File: src/core/prt_consts.vh
// register map, field positions, reset values and timing counts of the trigger qualifier
`ifndef PRT_CONSTS_VH
`define PRT_CONSTS_VH

// register byte offsets
`define PRT_OFS_CTRL       8'h00
`define PRT_OFS_PAT_CARE   8'h04
`define PRT_OFS_PAT_LEVEL  8'h08
`define PRT_OFS_PAT_TIME   8'h0C
`define PRT_OFS_PAT_DELTA  8'h10
`define PRT_OFS_RUNT_WIDTH 8'h14
`define PRT_OFS_RUNT_DELTA 8'h18
`define PRT_OFS_RISE_TIME  8'h1C
`define PRT_OFS_RISE_DELTA 8'h20
`define PRT_OFS_TMO_TIME   8'h24
`define PRT_OFS_STATUS     8'h28

// control fields, lsb positions
`define PRT_CTRL_TYPE      0
`define PRT_CTRL_PMODE     2
`define PRT_CTRL_PRANGE    4
`define PRT_CTRL_PFUNC     6
`define PRT_CTRL_PCOND     7
`define PRT_CTRL_RRANGE    8
`define PRT_CTRL_RPOL      10
`define PRT_CTRL_FRANGE    11
`define PRT_CTRL_FSLOPE    13
`define PRT_CTRL_TLEVEL    14
`define PRT_CTRL_SRC       15
`define PRT_CTRL_DIGEN     17
`define PRT_CTRL_TWOCH     18
`define PRT_CTRL_WIDTH     19
`define PRT_CTRL_RESET     19'h00000

// trigger types
`define PRT_TYPE_PATTERN   2'h0
`define PRT_TYPE_RUNT      2'h1
`define PRT_TYPE_RISE      2'h2
`define PRT_TYPE_TIMEOUT   2'h3

// pattern time-limitation modes
`define PRT_PMODE_OFF      2'h0
`define PRT_PMODE_TIMEOUT  2'h1
`define PRT_PMODE_WIDTH    2'h2

// range comparison rules
`define PRT_RANGE_LONGER   2'h0
`define PRT_RANGE_SHORTER  2'h1
`define PRT_RANGE_WITHIN   2'h2
`define PRT_RANGE_OUTSIDE  2'h3

// pattern size
`define PRT_NUM_ANA        4
`define PRT_NUM_DIG        16
`define PRT_PAT_BITS       20

// timing, clock period in ns and timeout limits in ns and in clock cycles
`define PRT_CLK_PERIOD_NS  50
`define PRT_TMO_MIN_NS     3.2
`define PRT_TMO_DEF_NS     10000
`define PRT_TMO_MIN_CYC    1
`define PRT_TMO_DEF_CYC    (`PRT_TMO_DEF_NS / `PRT_CLK_PERIOD_NS)

`endif

File: src/core/prt_trigger.v
// pattern, runt, rise/fall time and timeout trigger qualifier with ahb-lite registers
//
// The register offsets and register access over AHB-Lite were chosen for this implementation.
`include "prt_consts.vh"
`default_nettype none

module prt_trigger (
	// clock, reset, enable
	input  wire        ref_clk,
	input  wire        reset_n,
	input  wire        clk_en,
	// ahb-lite slave
	input  wire        hsel,
	input  wire [7:0]  haddr,
	input  wire [1:0]  htrans,
	input  wire        hwrite,
	input  wire [2:0]  hsize,
	input  wire [31:0] hwdata,
	input  wire        hready,
	output wire        hreadyout,
	output wire        hresp,
	output reg  [31:0] hrdata,
	// comparator results
	input  wire [3:0]  ana_above,
	input  wire [3:0]  ana_above_low,
	input  wire [3:0]  ana_above_high,
	input  wire [15:0] dig_above,
	// trigger out
	output reg         trig_pulse,
	output reg         pat_result
);

	// range rule shared by pattern width, runt and transition time
	function range_ok;
		input [1:0]  rule;
		input [31:0] dur;
		input [31:0] ref_t;
		input [31:0] delta;
		reg   [32:0] lo;
		reg   [32:0] hi;
		begin
			lo = {1'b0, ref_t} - {1'b0, delta};
			hi = {1'b0, ref_t} + {1'b0, delta};
			if (lo[32])
				lo = 33'h000000000;
			case (rule)
				`PRT_RANGE_LONGER:  range_ok = (dur > ref_t);
				`PRT_RANGE_SHORTER: range_ok = (dur < ref_t);
				`PRT_RANGE_WITHIN:  range_ok = ({1'b0, dur} > lo) && ({1'b0, dur} < hi);
				default:            range_ok = ({1'b0, dur} < lo) || ({1'b0, dur} > hi);
			endcase
		end
	endfunction

	// configuration registers
	reg  [18:0] ctrl_q;
	reg  [19:0] care_q;
	reg  [19:0] level_q;
	reg  [31:0] pat_time_q;
	reg  [31:0] pat_delta_q;
	reg  [31:0] runt_width_q;
	reg  [31:0] runt_delta_q;
	reg  [31:0] rise_time_q;
	reg  [31:0] rise_delta_q;
	reg  [31:0] tmo_time_q;

	// bus state
	reg         wr_pend_q;
	reg  [7:0]  wr_addr_q;

	// measurement state
	reg  [31:0] cnt_q;
	reg         act_q;
	reg         fired_q;
	reg         held_prev_q;
	reg         low_prev_q;
	reg         high_prev_q;
	reg  [15:0] trig_cnt_q;

	wire [1:0]  trig_type = ctrl_q[`PRT_CTRL_TYPE +: 2];
	wire [1:0]  pat_mode  = ctrl_q[`PRT_CTRL_PMODE +: 2];
	wire [1:0]  pat_range = ctrl_q[`PRT_CTRL_PRANGE +: 2];
	wire [1:0]  runt_rng  = ctrl_q[`PRT_CTRL_RRANGE +: 2];
	wire [1:0]  rise_rng  = ctrl_q[`PRT_CTRL_FRANGE +: 2];
	wire [1:0]  src       = ctrl_q[`PRT_CTRL_SRC +: 2];
	wire        runt_neg  = ctrl_q[`PRT_CTRL_RPOL];
	wire        fall_sel  = ctrl_q[`PRT_CTRL_FSLOPE];

	wire [19:0] size_mask = {{16{ctrl_q[`PRT_CTRL_DIGEN]}}, {2{~ctrl_q[`PRT_CTRL_TWOCH]}}, 2'h3};
	wire [19:0] used      = care_q & size_mask;
	wire [19:0] sample    = {dig_above, ana_above};
	// per entry match, ignored entries drop out
	wire [19:0] match     = ~(sample ^ level_q);
	wire        and_res   = &(match | ~used);
	wire        or_res    = |(match & used);
	wire        comb_res  = ctrl_q[`PRT_CTRL_PFUNC] ? or_res : and_res;
	wire        pat_now   = comb_res ^ ctrl_q[`PRT_CTRL_PCOND];

	// selected source comparators
	wire        lvl_now   = ana_above[src];
	wire        low_now   = ana_above_low[src];
	wire        high_now  = ana_above_high[src];
	wire        tmo_now   = lvl_now ^ ctrl_q[`PRT_CTRL_TLEVEL];

	wire        held_now  = (trig_type == `PRT_TYPE_TIMEOUT) ? tmo_now : pat_now;
	wire        held_chg  = held_now ^ held_prev_q;
	wire [31:0] cnt_inc   = (cnt_q == 32'hFFFFFFFF) ? cnt_q : cnt_q + 32'h00000001;

	wire        low_up    = low_now & ~low_prev_q;
	wire        low_dn    = ~low_now & low_prev_q;
	wire        high_up   = high_now & ~high_prev_q;
	wire        high_dn   = ~high_now & high_prev_q;

	// bus
	wire        addr_ph   = hsel & hready & htrans[1];
	assign hreadyout = clk_en;
	assign hresp     = 1'b0;

	// trigger decision
	reg         fire_d;
	reg         act_d;
	reg  [31:0] cnt_d;
	reg         fired_d;

	always @* begin
		fire_d  = 1'b0;
		act_d   = act_q;
		cnt_d   = cnt_inc;
		fired_d = fired_q;
		case (trig_type)
			`PRT_TYPE_PATTERN, `PRT_TYPE_TIMEOUT: begin
				if (held_chg) begin
					cnt_d   = 32'h00000001;
					fired_d = 1'b0;
				end
				if (trig_type == `PRT_TYPE_TIMEOUT) begin
					if (held_now && !fired_d && cnt_d >= tmo_time_q) begin
						fire_d  = 1'b1;
						fired_d = 1'b1;
					end
				end else begin
					case (pat_mode)
						`PRT_PMODE_OFF: begin
							fire_d = held_now & held_chg;
						end
						`PRT_PMODE_TIMEOUT: begin
							if (held_now && !fired_d && cnt_d >= pat_time_q) begin
								fire_d  = 1'b1;
								fired_d = 1'b1;
							end
						end
						`PRT_PMODE_WIDTH: begin
							// true duration judged at its end
							if (!held_now && held_prev_q)
								fire_d = range_ok(pat_range, cnt_q, pat_time_q, pat_delta_q);
						end
						default: fire_d = 1'b0;
					endcase
				end
			end
			`PRT_TYPE_RUNT: begin
				if (!runt_neg) begin
					// lower up then down, upper never
					if (high_now)
						act_d = 1'b0;
					else if (low_up) begin
						act_d = 1'b1;
						cnt_d = 32'h00000001;
					end else if (low_dn && act_q) begin
						act_d = 1'b0;
						fire_d = range_ok(runt_rng, cnt_q, runt_width_q, runt_delta_q);
					end
				end else begin
					// upper down then up, lower never
					if (!low_now)
						act_d = 1'b0;
					else if (high_dn) begin
						act_d = 1'b1;
						cnt_d = 32'h00000001;
					end else if (high_up && act_q) begin
						act_d = 1'b0;
						fire_d = range_ok(runt_rng, cnt_q, runt_width_q, runt_delta_q);
					end
				end
			end
			default: begin
				if (!fall_sel) begin
					// lower up starts, upper up stops
					if (low_up && !high_now) begin
						act_d = 1'b1;
						cnt_d = 32'h00000001;
					end else if (low_dn)
						act_d = 1'b0;
					else if (high_up && act_q) begin
						act_d = 1'b0;
						fire_d = range_ok(rise_rng, cnt_q, rise_time_q, rise_delta_q);
					end
				end else begin
					// upper down starts, lower down stops
					if (high_dn && low_now) begin
						act_d = 1'b1;
						cnt_d = 32'h00000001;
					end else if (high_up)
						act_d = 1'b0;
					else if (low_dn && act_q) begin
						act_d = 1'b0;
						fire_d = range_ok(rise_rng, cnt_q, rise_time_q, rise_delta_q);
					end
				end
			end
		endcase
	end

	// measurement and trigger registers
	always @(posedge ref_clk) begin
		if (!reset_n) begin
			cnt_q       <= 32'h00000000;
			act_q       <= 1'b0;
			fired_q     <= 1'b0;
			held_prev_q <= 1'b0;
			low_prev_q  <= 1'b0;
			high_prev_q <= 1'b0;
			trig_pulse  <= 1'b0;
			pat_result  <= 1'b0;
			trig_cnt_q  <= 16'h0000;
		end else if (clk_en) begin
			cnt_q       <= cnt_d;
			act_q       <= act_d;
			fired_q     <= fired_d;
			held_prev_q <= held_now;
			low_prev_q  <= low_now;
			high_prev_q <= high_now;
			trig_pulse  <= fire_d;
			pat_result  <= pat_now;
			if (fire_d)
				trig_cnt_q <= trig_cnt_q + 16'h0001;
		end
	end

	// register read value, captured in the address phase
	reg [31:0] rd_d;
	always @* begin
		case (haddr)
			`PRT_OFS_CTRL:       rd_d = {13'h0000, ctrl_q};
			`PRT_OFS_PAT_CARE:   rd_d = {12'h000, care_q};
			`PRT_OFS_PAT_LEVEL:  rd_d = {12'h000, level_q};
			`PRT_OFS_PAT_TIME:   rd_d = pat_time_q;
			`PRT_OFS_PAT_DELTA:  rd_d = pat_delta_q;
			`PRT_OFS_RUNT_WIDTH: rd_d = runt_width_q;
			`PRT_OFS_RUNT_DELTA: rd_d = runt_delta_q;
			`PRT_OFS_RISE_TIME:  rd_d = rise_time_q;
			`PRT_OFS_RISE_DELTA: rd_d = rise_delta_q;
			`PRT_OFS_TMO_TIME:   rd_d = tmo_time_q;
			`PRT_OFS_STATUS:     rd_d = {trig_cnt_q, 13'h0000, act_q, held_now, pat_now};
			default:             rd_d = 32'h00000000;
		endcase
	end

	// bus slave; zero wait states while clk_en is high, unmapped reads zero and writes are dropped
	always @(posedge ref_clk) begin
		if (!reset_n) begin
			wr_pend_q    <= 1'b0;
			wr_addr_q    <= 8'h00;
			hrdata       <= 32'h00000000;
			ctrl_q       <= `PRT_CTRL_RESET;
			care_q       <= 20'h00000;
			level_q      <= 20'h00000;
			pat_time_q   <= 32'h00000001;
			pat_delta_q  <= 32'h00000000;
			runt_width_q <= 32'h00000001;
			runt_delta_q <= 32'h00000000;
			rise_time_q  <= 32'h00000001;
			rise_delta_q <= 32'h00000000;
			tmo_time_q   <= `PRT_TMO_DEF_CYC;
		end else if (clk_en) begin
			wr_pend_q <= addr_ph & hwrite;
			wr_addr_q <= haddr;
			if (addr_ph && !hwrite)
				hrdata <= rd_d;
			if (wr_pend_q) begin
				case (wr_addr_q)
					`PRT_OFS_CTRL:       ctrl_q       <= hwdata[18:0];
					`PRT_OFS_PAT_CARE:   care_q       <= hwdata[19:0];
					`PRT_OFS_PAT_LEVEL:  level_q      <= hwdata[19:0];
					`PRT_OFS_PAT_TIME:   pat_time_q   <= hwdata;
					`PRT_OFS_PAT_DELTA:  pat_delta_q  <= hwdata;
					`PRT_OFS_RUNT_WIDTH: runt_width_q <= hwdata;
					`PRT_OFS_RUNT_DELTA: runt_delta_q <= hwdata;
					`PRT_OFS_RISE_TIME:  rise_time_q  <= hwdata;
					`PRT_OFS_RISE_DELTA: rise_delta_q <= hwdata;
					// timeout below one cycle is raised to one
					`PRT_OFS_TMO_TIME:   tmo_time_q   <= (hwdata == 32'h00000000) ? `PRT_TMO_MIN_CYC : hwdata;
					default:             wr_pend_q    <= 1'b0;
				endcase
			end
		end
	end

endmodule // prt_trigger

`default_nettype wire

File: config.mk
export PLATFORM = sky130hd
export DESIGN_NAME = prt_trigger
export DESIGN_NICKNAME = d
export VERILOG_FILES = /design/src/core/prt_trigger.v
export VERILOG_INCLUDE_DIRS = /design/src /design/src/core
export SDC_FILE = /design/constraint.sdc
export NUM_CORES = 2
export LEC_CHECK = 0
export ABC_CLOCK_PERIOD_IN_PS = 7900
export BUFFER_PORTS_ARGS = -buffer_cell sky130_fd_sc_hd__buf_4
export CORE_MARGIN = 2
export CORE_UTILIZATION = 40
export DETAILED_ROUTE_END_ITERATION = 10
export GPL_ROUTABILITY_DRIVEN = 0
export PLACE_DENSITY_LB_ADDON = 0.12
export SLEW_MARGIN = 10
export SYNTH_ARGS = -nofsm -noshare
export SYNTH_HDL_FRONTEND = slang
export SYNTH_SLANG_ARGS = --single-unit
File: constraint.sdc
create_clock -name ref_clk -period 7.9 [get_ports ref_clk]
set_input_delay 1.185 -clock ref_clk [delete_from_list [all_inputs] [get_ports ref_clk]]
set_output_delay 1.185 -clock ref_clk [all_outputs]
set_load 0.03 [all_outputs]
* Yosys cells after proc, flatten, opt, wreduce, memory -nomap -nowiden
Cells that the tools add are included.
** Storage, ports and cells
- Register bits after elaboration :: 379
- Bits of input ports :: 79
- Output and inout bits :: 36
- Word-level logic and storage cells :: 253
** Cells by class
- $add $sub $neg :: 8
- Order comparisons :: 25
- Equal/unequal tests :: 30
- Mux-type cells :: 95
- Bitwise gates (word level) :: 23
- Reduce and logical (&&, ||, !) cells :: 50
** Operator list (number)
- two-way mux 33 bit :: 24
- two-way mux 32 bit :: 15
- one-hot mux 32 bit (11 select lines) :: 1
- > comparator 32 x 33 -> 1 bit :: 8
- less-than comparator 32 x 33 -> 1 bit :: 8
- adder 32 x 32 -> 33 bit :: 3
- subtractor 32 x 32 -> 33 bit :: 3
- > comparator 32 bit :: 3
- less-than comparator 32 bit :: 3
- equality test 8 x 5 -> 1 bit (second input constant) :: 8
- >= comparator 32 bit :: 2
- one-hot mux 32 bit (2 select lines) :: 1
- two-way mux 1 bit :: 43
- bitwise AND 20 bit :: 2
- equality test 8 x 6 -> 1 bit (second input constant) :: 5
- inverter 20 bit :: 2
- adder 32 x 1 -> 32 bit (second input constant) :: 1
- equality test 32 bit (second input constant) :: 1
- equality test 8 x 4 -> 1 bit (second input constant) :: 4
- zero test 32 bit :: 1
- AND reduction 3 bit :: 10
- OR 20 bit :: 1
- AND reduction 20 bit :: 1
- OR reduction 20 bit :: 1
- 21 further kinds :: 80

* Logic depth before layout (Yosys ltp)
- Depth after elaboration :: 22
- Mapped depth :: 34
- Depth with buffers taken out :: 31

* Worst setup path before layout
No wires, ideal clock.
- Path type :: flip-flop to flip-flop
- Start point :: register runt_width_q[0]
- End point :: register trig_cnt_q[6]
- Library setup time :: 0.116 ns
- Arrival :: 5.980 ns
- Slack :: 1.804 ns
- Cell stages (with the launch flop) :: 35
- Path buffers :: 3
- Period minus slack after synthesis :: 6.096 ns
- Cell sequence :: dfxtp_1 > inv_1 > ha_1 > inv_1 > fa_1 > a21oi_1 > o21bai_1 > a2111oi_0 > o311ai_1 > a21oi_1 > o311ai_1 > a21o_1 > a21oi_1 > nor2_1 > o31a_1 > o21ai_0 > nand2b_1 > clkbuf_1 > nand3_1 > ha_1 > nand3_1 > nor2_1 > nand4_1 > nor3_1 > nand2_1 > o2111ai_1 > and4bb_2 > mux2i_1 > o221a_2 > or4_4 > buf_6 > a211oi_2 > buf_6 > a21oi_2 > a31o_1
** On the way
- Longest elaborated chain between the ends :: 16
- Elaborated cells on any way between the ends :: 36
** RTL lines
- from (decl) :: line prt_trigger.v:61 : reg [31:0] runt_width_q;
- from (signal assigned) :: line prt_trigger.v:287 : `PRT_OFS_RUNT_WIDTH: runt_width_q <= hwdata;
- subtractor 32 x 32 -> 33 bit :: line prt_trigger.v:42 : lo = {1'b0, ref_t} - {1'b0, delta};
- two-way mux 32 bit :: line prt_trigger.v:44 : if (lo[32])
- two-way mux 33 bit (on tied branches) :: line prt_trigger.v:169, prt_trigger.v:180
- two-way mux 33 bit (on tied branches) :: line prt_trigger.v:166, prt_trigger.v:177
- two-way mux 33 bit (on tied branches) :: line prt_trigger.v:164, prt_trigger.v:175
- two-way mux 33 bit :: line prt_trigger.v:162 : if (!runt_neg) begin
- two-way mux 33 bit :: line prt_trigger.v:130 : case (trig_type)
- less-than comparator 32 x 33 -> 1 bit or > comparator 32 x 33 -> 1 bit (tied branches) :: line prt_trigger.v:50, prt_trigger.v:49
- logical OR 1 bit or logical AND 1 bit (tied branches) :: line prt_trigger.v:50, prt_trigger.v:49
- one-hot mux 1 bit (3 select lines) :: line prt_trigger.v:46 : case (rule)
- two-way mux 1 bit (on tied branches) :: line prt_trigger.v:169, prt_trigger.v:180
- two-way mux 1 bit (on tied branches) :: line prt_trigger.v:166, prt_trigger.v:177
- two-way mux 1 bit (on tied branches) :: line prt_trigger.v:164, prt_trigger.v:175
- two-way mux 1 bit * :: line prt_trigger.v:162
- one-hot mux 1 bit (2 select lines) * :: line prt_trigger.v:130
- AND reduction 2 bit (no line) *
- to (signal assigned) :: line prt_trigger.v:236 : trig_cnt_q <= trig_cnt_q + 16'h0001;
- to (decl) :: line prt_trigger.v:78 : reg [15:0] trig_cnt_q;
Every way passes the cells marked *; elsewhere a longest branch is shown, timed or not. The select of a mux whose other input is x is not followed.
A chain may end at the register's enable or synchronous reset.

* Final worst setup path
- Start point :: register runt_width_q[0]
- End point :: register trig_cnt_q[8]
The elaborated chain is that of the path after synthesis.

==> summary.md <==
| Metric | Value |
|---|---|
| Max Fanout on Critical Path | 18 |
| Status | completed |
| Hold Violations, Final | 0 |
| Netlist Area Pre-Place | roughly 0.035 sq mm |
| Clk_lat worst skew | 0.62 ns |
| Peak supply drop | 0.138 mV |
| Relative slew slack | 0.126 |
| Worst path required time | 8.36 ns |
| Syn Area/Cell | around 7.3 sq um |
| Port-buffer cells | between 100 and 150 |
| R2r setup slk | between 0.4 and 0.5 ns |
| Distinct cells, synth | 110 |
| DRC Markers | 0 |
| Vias in the first global route | 33013 |
| Initial antenna violation count | 2 |
| Max Freq | between 100 and 150 MHz |
| Min-Delay Startpoint | tmo_time_q[16] |
| Worst Setup End Kind | register |
| Static Leak | 16.6 nW |
| Final Non-Filler Cells | 6040 |
| Wire per inst | approximately 24 um |
| Row cnt | 108 |
| Most common cell after layout, fill and taps aside | nand2_1 |
| TritonCTS clock tree | built |
| Die area | 0.0905 sq mm |
| Post-route ant nets | 0 |
| HPWL after detailed placement | 113 mm |
| Met2 global-route usage | 0.484 |
| Tmin final | between 7 and 8 ns |
| Max clock buf depth | 3 |
| Slowest cell on the critical path | or4_4 |
| Synth Register Bits | 379 |
| Core box area | a little under 0.09 sq mm |
| Crit share post-route | 0.942 |
| Finish-stage setup viols | 0 |
| Total power | approximately 4.7 mW |
| Pwr Density | around 120 mW/mm^2 |
| Crit path launch type | register |
| Clock transition at path regs | around 0.060 ns |
| GRT overflow | 0 |
| CTS buffer count | between 40 and 50 |
| Placed cell area | ~0.038 sq mm |
| Pre-antenna DRT Iters | 6 |
| Total Nets Final | between 5000 and 6000 |
| Worst-Margin Slew | approximately 1.3 ns |
| Crit path from | runt_width_q[0] |
| Routing usage on met3 | 0.0512 |
| RSZ-0062 raised after global routing | false |
| Final Max Tran Viols | 0 |
| Final instance area | about 0.039 sq mm |
| Synth-to-Final Area Change | 11.6% |
| DR vias | between 30000 and 40000 |
| CP most frequent cell | a21oi_1 |
| Register area share after synthesis | 0.215 |
| Pin count of the biggest net entering global routing | 130 |
| Hold/Removal Path Class | register to register |
| I/O pin cnt | about 120 |
| Max_cap viols | 0 |
| Clk sinks | approximately 380 |
| Starting Density | 0.405 |
| Clock skew | 0.0258 ns |
| FF-to-FF Start | runt_width_q[0] |
| Sum Neg Setup Slack | 0 ns |
| YS warnings | 0 |
| Starting DRT DRC Count | roughly 3700 |
| Syn nets | roughly 5400 |
| Fraction of registers with async set/reset | 0 |
| Syn Inst Count | approximately 4800 |
| Post-Route WL | roughly 150 mm |
| Global-route wire length before repair | 214 mm |
| Post-synth EDFFs | 0 |
| Busiest grt layer | met2 |
| Total GRT Usage | 0.314 |
| Vias/cell | between 5 and 6 |
| Finished Core Util | 0.452 |
| GR Util met1 | 0.440 |
| Max H-tree Level | 2 |
| Commonest cells after routing, fill and taps aside | nand2_1 (831), a21oi_1 (612), ha_1 (551), dfxtp_1 (379), inv_1 (342) |
| Setup Buffers After CTS | 0 |
| Die height | around 300 um |
| Clk root buf | clkbuf_16 |
| Crit Path Class | register to register |
| WP data arrival | between 7 and 8 ns |
| Most used DFF post-synth | dfxtp_1 |
| Inst Count DP | 5948 |
| Die Wd | around 300 um |
| Layout cells sized above 1 | 0.0835 |
| Critical path's largest stage delay | approximately 0.6 ns |
## registers in the layout, indices dropped and copies added, names as in the netlist, 8 cells and up
register,count
wr_addr_q,8
rise_time_q,32
runt_delta_q,32
pat_delta_q,32
runt_width_q,32
hrdata,32
ctrl_q,19
level_q,20
care_q,20
pat_time_q,32
cnt_q,32
tmo_time_q,32
rise_delta_q,32
trig_cnt_q,16
## cell families after synthesis
kind of cell    after synthesis  synth area share
simple gates               1668             0.211
compound gates             1309             0.235
buf+inv                     615            0.0681
fa+ha+maj                   557             0.199
flops                       379             0.215
xor+xnor                    219            0.0544
mux                          56            0.0171
other cells                   1          0.000106
## metal layers
layer / share of wire / wire length (um) / vias to the layer above
met2: 0.43 / 62500 / 1593
met3: 0.099 / 14500 / 255
li1: - / - / 16934
met5: 0.000089 / 13 / -
met1: 0.44 / 64000 / 16872
met4: 0.038 / 5510 / 2
## path summary, 6_finish.rpt
kind               endpoint  cells past startpoint
max           trig_cnt_q[8]                     32
min          tmo_time_q[16]                      2
max reg2reg   trig_cnt_q[8]                     32
min reg2reg  tmo_time_q[16]                      2
## through the flow
stage | setup slack, ns | hold slack (ns)
after floorplan | 1.80 | 0.449
after global placement | 0.441 | 0.461
after detailed placement | 0.368 | 0.462
after CTS | 0.292 | 0.470
after global routing | 0.00750 | 0.500
final | 0.459 | 0.475
## final cells by class
type,count,area (sq um)
Antenna cell,1,2.50
Clock buffer,66,1380
Clock inverter,25,355
Fill cell,9156,47700
Inverter,348,1310
Multi-Input combinational cell,3810,25300
Sequential cell,379,7590
Tap cell,1155,1450
Timing Repair Buffer,256,1950
## cell usage after synthesis, types with 9 or more instances
cell	number	area (sq um)
a2111oi_0	11	96.3
a211o_1	9	78.8
a211oi_1	31	233
a21o_1	107	803
a21oi_1	612	3060
a221o_1	12	120
a221oi_1	31	272
a222oi_1	31	310
a22oi_1	43	323
a31oi_1	41	257
and2_1	50	313
and3_1	20	125
and4_1	16	140
buf_2	12	60.1
buf_4	14	105
clkbuf_1	230	863
dfxtp_1	379	7590
ha_1	551	6890
inv_1	342	1280
mux2i_1	51	510
nand2_1	832	3120
nand2b_1	44	275
nand3_1	90	450
nand4_1	80	500
nor2_1	326	1220
nor2b_1	39	244
nor3_1	70	350
nor4_1	36	225
o211ai_1	28	210
o21a_1	28	210
o21ai_0	139	696
o21bai_1	49	368
o22ai_1	27	169
o31ai_1	10	75.1
or2_2	11	68.8
or3_1	19	119
xnor2_1	163	1430
xor2_1	56	490
## critical path, delay by kind of cell, from the launching register on
family,cells,cell delay (ns)
buf+inv,5,0.89
fa+ha+maj,3,0.72
simple gates,5,1.16
flops,1,0.46
compound gates,19,3.99
## timing repair
action,4_1_cts,5_1_grt
endpoints found under the hold margin,0,0
hold buffers,0,0
gates resized for setup,0,3
endpoints found under the setup margin,0,13
## power breakdown
| group | internal, mW | switching [mW] |
|---|---|---|
| clock | 1.47 | 1.01 |
| combinational | 0.0981 | 0.212 |
| sequential | 1.92 | 0.0106 |
| total | 3.48 | 1.23 |
(Power assumes the default switching activity.)
